[config.mk]
export PLATFORM = sky130hd
export DESIGN_NAME = pdvr_regs
export DESIGN_NICKNAME = d
export VERILOG_FILES = /design/src/pdvr_pkg.sv /design/src/pdvr_regs.sv
export SDC_FILE = /design/constraint.sdc
export NUM_CORES = 1
export LEC_CHECK = 0
export BUFFER_PORTS_ARGS = -buffer_cell sky130_fd_sc_hd__buf_2
export CORE_ASPECT_RATIO = 2
export CORE_MARGIN = 4
export CORE_UTILIZATION = 53
export DETAILED_ROUTE_END_ITERATION = 6
export GPL_TIMING_DRIVEN = 0
export PLACE_DENSITY = 0.77
export RECOVER_POWER = 50
export SYNTH_ARGS = -nofsm -noshare
export SYNTH_HDL_FRONTEND = slang
export SYNTH_SLANG_ARGS = --single-unit
[constraint.sdc]
create_clock -name CLK -period 2 [get_ports CLK]
set_input_delay 0.2 -clock CLK [delete_from_list [all_inputs] [get_ports CLK]]
set_output_delay 0.2 -clock CLK [all_outputs]
set_load 0.02 [all_outputs]
[src/pdvr_pkg.sv]
// Function
// - doubler select 1 doubler, 0 divider path
// - cal clock divided by 1,2,4,8
// - 12-bit feedback divider split over two registers
// - feedback divider double-buffered, applied whole
// - reference divider six bits, resets to 1
// - core override selects one of four cores
// - core code 00 lowest, 11 highest frequency
// - bias override applies bias 0 to 15
// - band override selects one of 256 bands
// - band code 0 highest, 255 lowest frequency
// - feedback lower byte resets to 0x80
package pdvr_pkg;

    // ==========================================================
    // register offsets
    localparam logic [7:0] PDVR_ADDR_FB_LOW   = 8'h10;
    localparam logic [7:0] PDVR_ADDR_FB_HIGH  = 8'h11;
    localparam logic [7:0] PDVR_ADDR_OUT_REF  = 8'h12;
    localparam logic [7:0] PDVR_ADDR_CORE_BIAS = 8'h13;
    localparam logic [7:0] PDVR_ADDR_BAND     = 8'h14;

    // ==========================================================
    // reset values
    localparam logic [7:0] PDVR_RST_FB_LOW    = 8'h80;
    localparam logic [7:0] PDVR_RST_FB_HIGH   = 8'h00;
    localparam logic [7:0] PDVR_RST_OUT_REF   = 8'h01;
    localparam logic [7:0] PDVR_RST_CORE_BIAS = 8'h00;
    localparam logic [7:0] PDVR_RST_BAND      = 8'h00;
    localparam logic [7:0] PDVR_READ_NONE     = 8'h00;

    // ==========================================================
    // field positions
    localparam int PDVR_CAL_EN_BIT      = 7;
    localparam int PDVR_DBLR_BIT        = 6;
    localparam int PDVR_CALDIV_HI       = 5;
    localparam int PDVR_CALDIV_LO       = 4;
    localparam int PDVR_FBHI_HI         = 3;
    localparam int PDVR_FBHI_LO         = 0;
    localparam int PDVR_OUTDIV_HI       = 7;
    localparam int PDVR_OUTDIV_LO       = 6;
    localparam int PDVR_REFDIV_HI       = 5;
    localparam int PDVR_REFDIV_LO       = 0;
    localparam int PDVR_CORE_HI         = 5;
    localparam int PDVR_CORE_LO         = 4;
    localparam int PDVR_BIAS_HI         = 3;
    localparam int PDVR_BIAS_LO         = 0;

    // ==========================================================
    // calibration clock divider codes and terminal counts
    localparam logic [1:0] PDVR_CALDIV_1    = 2'h0;
    localparam logic [1:0] PDVR_CALDIV_2    = 2'h1;
    localparam logic [1:0] PDVR_CALDIV_4    = 2'h2;
    localparam logic [1:0] PDVR_CALDIV_8    = 2'h3;
    localparam logic [2:0] PDVR_CALTC_1     = 3'h0;
    localparam logic [2:0] PDVR_CALTC_2     = 3'h1;
    localparam logic [2:0] PDVR_CALTC_4     = 3'h3;
    localparam logic [2:0] PDVR_CALTC_8     = 3'h7;
    localparam logic [2:0] PDVR_CALCNT_ZERO = 3'h0;
    localparam logic [2:0] PDVR_CALCNT_ONE  = 3'h1;

    // ==========================================================
    // whole block state
    typedef struct packed {
        logic [7:0]  fb_low;      // feedback lower byte, subordinate
        logic [7:0]  fb_high;     // cal enable, doubler, cal div, feedback upper, subordinate
        logic [11:0] fb_main;     // feedback divider in use
        logic [7:0]  out_ref;
        logic [7:0]  core_bias;
        logic [7:0]  band;
        logic [7:0]  rdata;
        logic [2:0]  cal_cnt;
        logic        cal_tick;
        logic [1:0]  act_core;
        logic [3:0]  act_bias;
        logic [7:0]  act_band;
    } pdvr_state_t;

endpackage

[src/pdvr_regs.sv]
`timescale 1ns/10ps
module pdvr_regs
    import pdvr_pkg::*;
(
    input  wire logic        CLK,
    input  wire logic        RESET,
    input  wire logic [7:0]  REG_ADDR,
    input  wire logic [7:0]  REG_WDATA,
    input  wire logic        REG_WR,
    input  wire logic        REG_RD,
    output logic      [7:0]  REG_RDATA,
    input  wire logic        MAIN_READBACK,
    input  wire logic        CORE_OVERRIDE,
    input  wire logic        BIAS_OVERRIDE,
    input  wire logic        BAND_OVERRIDE,
    input  wire logic [1:0]  CAL_CORE,
    input  wire logic [3:0]  CAL_BIAS,
    input  wire logic [7:0]  CAL_BAND,
    output logic             CAL_ENABLE,
    output logic             REF_DOUBLER_SEL,
    output logic             CAL_CLK_TICK,
    output logic      [11:0] FEEDBACK_DIV,
    output logic      [1:0]  OUT_CLK_DIV,
    output logic      [5:0]  REF_DIV,
    output logic      [1:0]  ACTIVE_CORE,
    output logic      [3:0]  ACTIVE_BIAS,
    output logic      [7:0]  ACTIVE_BAND
);

    // ==========================================================
    // state
    pdvr_state_t st;
    pdvr_state_t next_st;

    // ==========================================================
    // next state
    // all register inputs come from the serial engine on CLK,
    // so no synchroniser sits in front of them
    always_comb begin
        logic [2:0] cal_tc;
        logic [7:0] rd_val;
        cal_tc = PDVR_CALTC_1;
        rd_val = PDVR_READ_NONE;
        next_st = st;

        // register writes
        if (REG_WR) begin
            unique case (REG_ADDR)
                PDVR_ADDR_FB_LOW: begin
                    next_st.fb_low = REG_WDATA;
                    // lower byte write commits both halves at once,
                    // so the divider never runs half-updated
                    next_st.fb_main = {st.fb_high[PDVR_FBHI_HI:PDVR_FBHI_LO],
                                       REG_WDATA};
                end
                PDVR_ADDR_FB_HIGH: begin
                    next_st.fb_high = REG_WDATA;
                end
                PDVR_ADDR_OUT_REF: begin
                    next_st.out_ref = REG_WDATA;
                end
                PDVR_ADDR_CORE_BIAS: begin
                    next_st.core_bias = REG_WDATA;
                end
                PDVR_ADDR_BAND: begin
                    next_st.band = REG_WDATA;
                end
                default: begin
                    next_st.band = st.band; // unmapped writes are dropped
                end
            endcase
        end

        // register reads, answered one cycle later
        unique case (REG_ADDR)
            PDVR_ADDR_FB_LOW: begin
                rd_val = MAIN_READBACK ? st.fb_main[7:0] : st.fb_low;
            end
            PDVR_ADDR_FB_HIGH: begin
                rd_val = st.fb_high;
                if (MAIN_READBACK) begin
                    rd_val[PDVR_FBHI_HI:PDVR_FBHI_LO] = st.fb_main[11:8];
                end
            end
            PDVR_ADDR_OUT_REF: begin
                rd_val = st.out_ref;
            end
            PDVR_ADDR_CORE_BIAS: begin
                rd_val = st.core_bias;
            end
            PDVR_ADDR_BAND: begin
                rd_val = st.band;
            end
            default: begin
                rd_val = PDVR_READ_NONE;
            end
        endcase
        if (REG_RD) begin
            next_st.rdata = rd_val;
        end

        // calibration clock divider: one-cycle enable every 1,2,4,8 cycles
        unique case (st.fb_high[PDVR_CALDIV_HI:PDVR_CALDIV_LO])
            PDVR_CALDIV_1: cal_tc = PDVR_CALTC_1;
            PDVR_CALDIV_2: cal_tc = PDVR_CALTC_2;
            PDVR_CALDIV_4: cal_tc = PDVR_CALTC_4;
            PDVR_CALDIV_8: cal_tc = PDVR_CALTC_8;
        endcase
        // >= rather than == so a shrinking code never strands the count
        if (st.cal_cnt >= cal_tc) begin
            next_st.cal_cnt = PDVR_CALCNT_ZERO;
            next_st.cal_tick = 1'b1;
        end else begin
            next_st.cal_cnt = st.cal_cnt + PDVR_CALCNT_ONE;
            next_st.cal_tick = 1'b0;
        end

        // oscillator selection: manual field or calibration result
        next_st.act_core = CORE_OVERRIDE ?
            st.core_bias[PDVR_CORE_HI:PDVR_CORE_LO] : CAL_CORE;
        next_st.act_bias = BIAS_OVERRIDE ?
            st.core_bias[PDVR_BIAS_HI:PDVR_BIAS_LO] : CAL_BIAS;
        next_st.act_band = BAND_OVERRIDE ? st.band : CAL_BAND;
    end

    // ==========================================================
    // state register, synchronous reset
    always_ff @(posedge CLK) begin
        if (RESET) begin
            st.fb_low    <= PDVR_RST_FB_LOW;
            st.fb_high   <= PDVR_RST_FB_HIGH;
            st.fb_main   <= {PDVR_RST_FB_HIGH[PDVR_FBHI_HI:PDVR_FBHI_LO],
                             PDVR_RST_FB_LOW};
            st.out_ref   <= PDVR_RST_OUT_REF;
            st.core_bias <= PDVR_RST_CORE_BIAS;
            st.band      <= PDVR_RST_BAND;
            st.rdata     <= PDVR_READ_NONE;
            st.cal_cnt   <= PDVR_CALCNT_ZERO;
            st.cal_tick  <= 1'b0;
            st.act_core  <= PDVR_RST_CORE_BIAS[PDVR_CORE_HI:PDVR_CORE_LO];
            st.act_bias  <= PDVR_RST_CORE_BIAS[PDVR_BIAS_HI:PDVR_BIAS_LO];
            st.act_band  <= PDVR_RST_BAND;
        end else begin
            st <= next_st;
        end
    end

    // ==========================================================
    // outputs, all straight from flip-flops
    assign REG_RDATA       = st.rdata;
    assign CAL_ENABLE      = st.fb_high[PDVR_CAL_EN_BIT];
    assign REF_DOUBLER_SEL = st.fb_high[PDVR_DBLR_BIT];
    assign CAL_CLK_TICK    = st.cal_tick;
    assign FEEDBACK_DIV    = st.fb_main;
    assign OUT_CLK_DIV     = st.out_ref[PDVR_OUTDIV_HI:PDVR_OUTDIV_LO];
    assign REF_DIV         = st.out_ref[PDVR_REFDIV_HI:PDVR_REFDIV_LO];
    assign ACTIVE_CORE     = st.act_core;
    assign ACTIVE_BIAS     = st.act_bias;
    assign ACTIVE_BAND     = st.act_band;

endmodule

After elaboration in Yosys (flattened, before gate mapping)
Index checks and enable logic that the tools add are counted.

word-level totals
  flip-flop bits (word level) = 78
  input port bits = 38
  output and inout bits = 45
  word-level logic and storage cells = 37

cells by class
  add/sub/neg operators = 1
  $lt $le $gt $ge = 1
  equal/unequal tests = 8
  mux-type cells = 8
  reductions and logical operators = 7

operators by type and width
  kind                 number
  $eq 8x5->1 const B   5
  $pmux 8 s5           1
  $mux 8               2
  $pmux 3 s4           1
  $reduce_and 2->1     5
  $mux 4               2
  $eq 2x2->1 const B   2
  $add 3x1->3 const B  1
  $ge 3x3->1           1
  $eq 2x1->1 const B   1
  $logic_not 2->1      1
  $mux 2               1
  $reduce_or 2->1      1
  $mux 1               1

Logic depth before layout (Yosys ltp)
Gate-level depths: netlist (run 1).

  depth after elaboration = 4
  depth in mapped cells = 6
  depth with buffers taken out = 6

Least setup slack after synthesis (run 1)
Ideal clock, no wire load.

  path kind = input port to flip-flop
  start point = in REG_ADDR[2]
  end point = reg st, in the netlist FEEDBACK_DIV[10]
  library setup time = 128 ps
  arrival time = 1608 ps
  required time = 1872 ps
  path slack = 265 ps
  cell stages on the path = 6
  buffers on the path = 2
  cell sequence = clkbuf_1 > nor4b_2 > nand4_2 > buf_2 > mux2i_1 > nor2_1

between the ends
  word-level cells in the longest chain between the ends = 2

ends and longest elaborated chain
  item                               line              source
  from (decl)                        pdvr_regs.sv:7    input wire logic [7:0] REG_ADDR,
  $eq 8x5->1                         pdvr_regs.sv:48   unique case (REG_ADDR)
  $reduce_and 2->1 (no source line)  -
  to (signal assigned)               pdvr_regs.sv:144  st <= next_st;
  to (decl)                          pdvr_regs.sv:32   pdvr_state_t st;

No other way between the ends.
A chain may end at the register's enable or synchronous reset.

Final worst setup path (run 1)
  start point = reg st[66] (netlist name)
  end point = reg st[17] (netlist name)

between the ends
  word-level cells in the longest chain between the ends = 4
  elaborated cells on any way between the ends = 7
  classes of those cells = order compare (1); eq/ne (3); mux (1); reduce/logical (2)

ends and longest elaborated chain
  item                                line              source
  $eq 2x2->1 (tied with other cells)  pdvr_regs.sv:103  unique case (st.fb_high[PDVR_CALDIV_HI:PDVR_CALDIV_LO])
  $pmux 3 s4 *                        pdvr_regs.sv:103
  $ge 3x3->1 *                        pdvr_regs.sv:110  if (st.cal_cnt >= cal_tc) begin
  $reduce_or 2->1 (no source line) *  -

Every way passes the cells marked *; elsewhere a longest branch is shown, timed or not.

==> results of run 1 <==
[layer usage]
layer | GRT usage [%] | vias up | share of wire [%]
li1 | - | 1318 | -
met1 | 23.4 | 1265 | 37
met2 | 39.9 | 77 | 55
met3 | 5.67 | 20 | 4.7
met4 | 11.4 | 0 | 3.1
met5 | 0 | - | 0
[power by group through the flow]
stage | clock (W) | sequential, W | combinational [W]
final | 0.00155 | 0.00142 | 0.000222
after global routing | 0.00165 | 0.00142 | 0.000241
after CTS | 0.00158 | 0.00142 | 0.000226
after floorplan | 0 | 0.00145 | 0.000134
after detailed placement | 0 | 0.00145 | 0.000225
after global placement | 0 | 0.00144 | 0.000221
[worst register-to-register path, cell delays in order (launching register included)]
cell and delay (ns):
dfxtp_1 0.33, or2_2 0.31, ha_1 0.27, nand2b_1 0.13, a21o_1 0.19, a211oi_1 0.33, and2_1 0.18
[worst paths after layout]
kind / from / to / slack (ns) / cells after the start
setup / recovery: st[66] / st[17] / 0.21 / 6
setup reg to reg: st[66] / st[17] / 0.21 / 6
hold / removal: CAL_BAND[2] / ACTIVE_BAND[2] / 0.10 / 3
hold reg to reg: REG_RDATA[3] / REG_RDATA[3] / 0.48 / 2
[cell usage in the layout (no fill, tap or decap), types with 2 or more instances in the layout]
| cell type | count |
|---|---|
| nor2_1 | 65 |
| a221oi_1 | 2 |
| buf_1 | 2 |
| a21o_1 | 3 |
| buf_2 | 33 |
| clkbuf_8 | 2 |
| nor3_1 | 2 |
| a22oi_1 | 7 |
| dfxtp_1 | 70 |
| buf_4 | 42 |
| nand2b_1 | 2 |
| clkbuf_1 | 62 |
| and2_1 | 4 |
| a211oi_1 | 3 |
| nor2b_1 | 5 |
| clkbuf_16 | 9 |
| nand2_1 | 3 |
| mux2i_1 | 59 |
| or2_2 | 2 |
| ha_1 | 4 |
| o22a_1 | 3 |
| inv_1 | 7 |
| a21oi_1 | 4 |
| o32ai_1 | 5 |
| nand4_2 | 4 |
| mux2_2 | 9 |
| o21ai_0 | 2 |
[cell families after synthesis]
family,after synthesis,share of synthesized area [%]
multiplexers,69,21.4
XOR/XNOR,1,0.262
AND/OR/NAND/NOR,95,14.4
flip-flops,70,41.9
buffers and inverters,68,12.4
AO/OA/AOI/OAI,35,8.05
adder cells (fa/ha/maj),4,1.50
[through the flow]
| step | hold WS (ns) | instances |
|---|---|---|
| 2_1_floorplan | 0.344 | 342 |
| 3_3_place_gp | 0.432 | 502 |
| 3_5_place_dp | 0.440 | 502 |
| 4_1_cts | 0.0977 | 516 |
| 5_1_grt | 0.107 | 516 |
| 6_report | 0.101 | 516 |
[state kept, by name, indices dropped and copies added (netlist names)]
name and count:
REF_DIV 6, REG_RDATA 8, REF_DOUBLER_SEL 1, ACTIVE_CORE 2, st 32, FEEDBACK_DIV 5, CAL_CLK_TICK 1, OUT_CLK_DIV 2
ACTIVE_BAND 8, ACTIVE_BIAS 4, CAL_ENABLE 1
[layout make-up]
cell class | count | area (µm²) | share of cell area [%]
clock buffer | 13 | 260 | 6.41
inverter | 7 | 26.3 | 0.647
buffer | 61 | 389 | 9.58
multi-input combinational | 204 | 1520 | 37.5
tap | 84 | 105 | 2.59
clock inverter | 1 | 30.0 | 0.740
sequential | 70 | 1400 | 34.5
timing repair buffer | 76 | 324 | 7.98
==> implementation parameters, run 1 <==
Parameter                              Value

Route
  Post-detailed-route wirelength per cell    15.7 µm
  Drc violations    0
  Average vias per placed instance    5.19
  Routed wire length    8.12 mm
  Total number of vias    2,680
  Number of nets still failing antenna checks after routing    0
  Initial DRC count    171
  Number of detailed-route iterations in the first pass    4

Pwr
  Worst IR Drop VDD    0.901 mV
  Combinational Power Share    7.0%
  Switching power    0.000678 W
  Internal power    0.00252 W
  Sum of internal, switching and leakage power    0.00319 W
  Static leakage power    1.94 nW
  Total power divided by cell area    787 nW/µm²
  Part of the total power dissipated in sequential elements    44.4%
  Clk network pwr share    48.7%
  Net switching fraction of the power    21.2%

Layout
  Final-stage net count    471
  Cell area after layout    4060 µm²
  Area growth from synthesis to layout    21.5%
  N_diodes    0
  Final design utilization    67.0%
  Fraction of final layout cells with drive strength greater than 1    25.2%
  Number of filler cells placed in the layout    527

Synthesis
  Proportion of synthesized flip-flops having asynchronous set or reset    0%
  Leading register cell type out of synthesis    dfxtp_1
  Area leader, netlist    dfxtp_1
  Sequential cell area fraction in the yosys report    41.9%
  Syn. warnings    0
  Synth area leaders    dfxtp_1 (42%), mux2i_1 (18%), buf_4 (9.4%)
  Most frequently used cell type in the post-synthesis netlist    dfxtp_1
  Synthesized Nets    384
  Top cells by count, synth    dfxtp_1 (70), nor2_1 (65), mux2i_1 (59)
  Cells after Synth    342
  Synthesized area per cell    9.77 µm²
  Post-synthesis instance area    3340 µm²
  Cell variety after synth    41
  Number of enable-type register cells in the synthesized netlist    0
  #FFs+latches synth    70
  Top cell type's share of synthesized area    41.9%

Setup path
  Kind of critical path    reg2reg
  CP Launch Type    flip-flop
  Ordered cell list for the critical path    or2_2 -> ha_1 -> nand2b_1 -> a21o_1 -> a211oi_1 -> and2_1
  Cell with the largest stage delay on the worst path    dfxtp_1
  CP required    2.27 ns
  Largest delay contributor family on the critical path    simple AND/OR/NAND/NOR gates
  Delay contributed by the slowest stage of the critical path    0.33 ns
  Buffering stage count on the worst path with inverters included    0
  Maximum fanout along the worst path    4
  Crit path DAT    2.06 ns
  Type of destination of the critical path    flip-flop

Floorplan
  Horizontal die dimension    64.1 µm
  Die Area    7710 µm²
  Core outline area    6060 µm²
  Ports    83
  DIE HEIGHT    120 µm
  Initial standard-cell utilization of the core    55.2%
  FP Rows    40

Timing
  Hold Fails Final Rpt    0
  Share of the clock period used by the worst path    89.3%
  Worst slew margin    48.1%
  Aggregate negative setup slack    0 ns
  Clock skew    0.00685 ns
  Final critical path time including I/O delays and setup    1.79 ns
  Pin slew with the least headroom to its limit    0.772 ns
  Number of setup violations in the final report    0
  Worst Setup Slack, final    0.213 ns
  Number of pins with negative max-slew slack in the final report    0
  Highest Clock Rate    560 MHz
  Setup repair after global routing missed its margin    false

Global route
  First-pass GRT wire length    13.1 mm
  Largest net degree at the start of global routing    11
  Antenna violations before repair    0
  GRT Resource Usage Total    22.3%
  GRT overflow    0
  Number of global-route vias before repair    2,638

Placement
  Placer congestion estimate    0.886
  Worst setup timing slack at the placement stage    -0.0876 ns
  Number of I/O port buffers    76
  Post-detailed-placement cell area    3830 µm²
  Detailed Place HPWL    6.22 mm

Flow run
  Count of maximum capacitance violations    0

CTS
  CTS buffer count    9
  Clock-pin slew on the worst setup and hold paths    0.05 ns
  Clock tree from TritonCTS    built
  Post-CTS resize count    0
  Buffer type at the clock tree root    clkbuf_16
  Post-CTS Setup Repair Bufs    0
  Insertion delay of the later-clocked pin in the worst-skew pair    0.33 ns
  H-tree Lvls    3
  Number of clock sinks    70
  Maximum clock path buffer count    2
  Hold-fix buffers at CTS    0

Min path
  Worst min path class    in2reg

Outcome
  Run status    finished, final reports clean
No activity file was read; power rests on OpenSTA's default activity.
==> inputs of run 2 (changes only) <==
REMOVE_ABC_BUFFERS = 1   (was default)
==> run 2 against run 1 <==
Non-clock buffer count decreased by 55. Sequential power about the same. Fmax decreased by 2.5%. Worst setup slack got worse by 0.046 ns. Die area unchanged. Worst hold slack improved by 0.0017 ns. Largest cell class unchanged.
==> implementation parameters, run 2 (synthesis results as in run 1) <==
Parameter                              Value

CTS
  Buffer type at the clock tree root    clkbuf_16
  Number of clock sinks    70 (unchanged)
  Maximum clock path buffer count    2 (unchanged)
  Insertion delay of the later-clocked pin in the worst-skew pair    0.33 ns (about the same)
  CTS buffer count    9 (unchanged)
  Clock tree from TritonCTS    built
  H-tree Lvls    3 (unchanged)
  Post-CTS Setup Repair Bufs    0 (unchanged)
  Clock-pin slew on the worst setup and hold paths    0.05 ns (about the same)

Pwr
  Internal power    0.00234 W (-6.8%)
  Combinational Power Share    6.5% (-0.5 points)
  Worst IR Drop VDD    0.643 mV (-29%)
  Total power divided by cell area    823 nW/µm² (+4.6%)
  Switching power    0.000697 W (+2.8%)
  Clk network pwr share    46.9% (-1.8 points)
  Net switching fraction of the power    22.9% (+1.7 points)
  Part of the total power dissipated in sequential elements    46.6% (+2.2 points)
  Static leakage power    1.71 nW (-12%)

Floorplan
  FP Rows    40 (unchanged)
  Die Area    7710 µm² (unchanged)
  Initial standard-cell utilization of the core    55.2% (unchanged)
  DIE HEIGHT    120 µm (unchanged)
  Horizontal die dimension    64.1 µm (unchanged)
  Ports    83 (unchanged)
  Core outline area    6060 µm² (unchanged)

Global route
  Largest net degree at the start of global routing    72 (+61)
  GRT overflow    0 (unchanged)
  GRT Resource Usage Total    21.1% (-1.2 points)
  Antenna violations before repair    0 (unchanged)
  Number of global-route vias before repair    2,550 (-3.3%)
  First-pass GRT wire length    12.4 mm (-5.6%)

Timing
  Final critical path time including I/O delays and setup    1.83 ns (+0.0458 ns)
  Setup repair after global routing missed its margin    false
  Post-route worst hold slack    0.102 ns (+0.00173 ns)
  Hold Fails Final Rpt    0 (unchanged)
  Clock skew    0.00557 ns (-0.00128 ns)
  Number of pins with negative max-slew slack in the final report    0 (unchanged)
  Worst slew margin    6.03% (-42 points)
  Number of setup violations in the final report    0 (unchanged)
  Pin slew with the least headroom to its limit    1.41 ns (+0.637 ns)
  Highest Clock Rate    546 MHz (-2.5%)
  Share of the clock period used by the worst path    91.6% (+2.3 points)

Setup path
  CP required    2.28 ns (about the same)
  Reg-to-reg critical path startpoint    st[66]
  Last element of the critical path    st[17]
  Buffering stage count on the worst path with inverters included    0 (unchanged)
  Setup slack on the worst flop-to-flop path    0.17 ns (-0.05 ns)
  Cell with the largest stage delay on the worst path    dfxtp_1
  Crit path DAT    2.11 ns (+0.05 ns)
  Kind of critical path    reg2reg
  Largest delay contributor family on the critical path    simple AND/OR/NAND/NOR gates
  Critical R2R Capture    st[17]
  Delay contributed by the slowest stage of the critical path    0.35 ns (+0.02 ns)
  Worst R2R Path Depth    6 (unchanged)
  Count of cell instances traversed by the critical path    6 (unchanged)
  Maximum fanout along the worst path    4 (unchanged)
  Launch point of the critical path    st[66]
  CP Launch Type    flip-flop
  Type of destination of the critical path    flip-flop
  Ordered cell list for the critical path    or2_2 -> ha_1 -> nand2b_1 -> a21o_1 -> a211oi_1 -> and2_1

Placement
  Inst Count DP    447 (-11%)
  Number of I/O port buffers    82 (+7.9%)
  Post-detailed-placement cell area    3470 µm² (-9.4%)
  Detailed Place HPWL    5.24 mm (-16%)
  Placer congestion estimate    0.859 (-3.1%)

Layout
  Final-stage net count    416 (-12%)
  Fraction of final layout cells with drive strength greater than 1    19.3% (-6.0 points)
  Most frequent cells in the layout    dfxtp_1 (70), nor2_1 (65), mux2i_1 (59)
  Area of the multi-input gates    1540 µm² (+1.1%)
  Top reg by flops    st
  Sequential Area    1400 µm² (unchanged)
  Final std cells w/o fill    463 (-10%)
  Cell area after layout    3700 µm² (-8.9%)
  Area growth from synthesis to layout    10.7%
  Number of filler cells placed in the layout    568 (+7.8%)
  Number of flip-flops in the largest register    32 (unchanged)
  N_diodes    0 (unchanged)
  Most frequent standard cell in the layout excluding fill and tap cells    dfxtp_1

Flow run
  Count of maximum capacitance violations    0 (unchanged)

Route
  Routed wire length    7.63 mm (-6.0%)
  Total number of vias    2,495 (-6.9%)
  Number of detailed-route iterations in the first pass    4 (unchanged)
  Average vias per placed instance    5.39 (+3.8%)
  Number of nets still failing antenna checks after routing    0 (unchanged)
  Drc violations    0 (unchanged)
  Initial DRC count    125 (-27%)
  Post-detailed-route wirelength per cell    16.5 µm (+4.8%)

Outcome
  Run status    finished, final reports clean

Min path
  Worst min path class    in2reg
## run 2: changes by cell type in the layout (fill, tap and decap cells not counted), sizes merged
cell / delta
bufinv: -1
clkinvlp: +1
clkinv: +3
clkbuf: -15
buf: -41
## run 2: power by group through the flow
| stage | Sequential (W) | Clock (W) | Combinational, W |
|---|---|---|---|
| after floorplan | 0.00146 | 0 | 0.0000558 |
| final | 0.00142 | 0.00143 | 0.000199 |
| after CTS | 0.00142 | 0.00145 | 0.000199 |
| after detailed placement | 0.00144 | 0 | 0.000198 |
| after global routing | 0.00142 | 0.00152 | 0.000216 |
| after global placement | 0.00144 | 0 | 0.000196 |
## run 2: routing by layer
| layer | part of all wire (%) | vias up | track usage (%) |
|---|---|---|---|
| met1 | 37 | 1196 | 21.1 |
| met4 | 3.0 | 0 | 12.1 |
| met5 | 0 | - | 0 |
| met2 | 54 | 76 | 37.7 |
| met3 | 5.5 | 17 | 6.32 |
| li1 | - | 1206 | - |
## run 2: final cells by class
type | count | area share [%]
multi-input combinational | 204 | 41.7
sequential | 70 | 37.9
timing repair buffer | 82 | 9.58
clock buffer | 12 | 6.67
tap | 84 | 2.84
inverter | 7 | 0.711
clock inverter | 4 | 0.609
## run 2: how the worst min path moves through the flow
stage	start	to	slack [ns]	depth (start not counted)
floorplan	RESET	REG_RDATA[6]	0.27	1
global placement	CAL_BAND[3]	ACTIVE_BAND[3]	0.43	3
detailed placement	CAL_BIAS[2]	ACTIVE_BIAS[2]	0.44	3
CTS	CAL_BIAS[0]	ACTIVE_BIAS[0]	0.09	3
global route	CAL_CORE[0]	ACTIVE_CORE[0]	0.11	3
finish	CAL_CORE[0]	ACTIVE_CORE[0]	0.10	3
## run 2: timing repair
item / CTS / global route
endpoints found under the setup margin: 0 / 12
hold endpoints to repair: 0 / 0
hold buffers: 0 / 0
resized for setup: 0 / 2
## run 2: worst min-delay path, stage by stage
cell and delay [ns]:
buf_2 0.07, mux2i_1 0.05, nor2_1 0.07
## run 2: stage by stage
| stage | power (W) | TNS, ns | utilization, % | setup slack (ns) |
|---|---|---|---|---|
| 6_report | 0.00304 | 0 | 61.1 | 0.167 |
| 5_1_grt | 0.00316 | 0 | 61.1 | 0.0403 |
| 4_1_cts | 0.00307 | 0 | 61.7 | 0.0441 |
| 3_5_place_dp | 0.00164 | -7.42 | 57.3 | -0.303 |
| 3_3_place_gp | 0.00164 | -6.62 | 57.3 | -0.265 |
| 2_1_floorplan | 0.00152 | 0 | - | 0.294 |
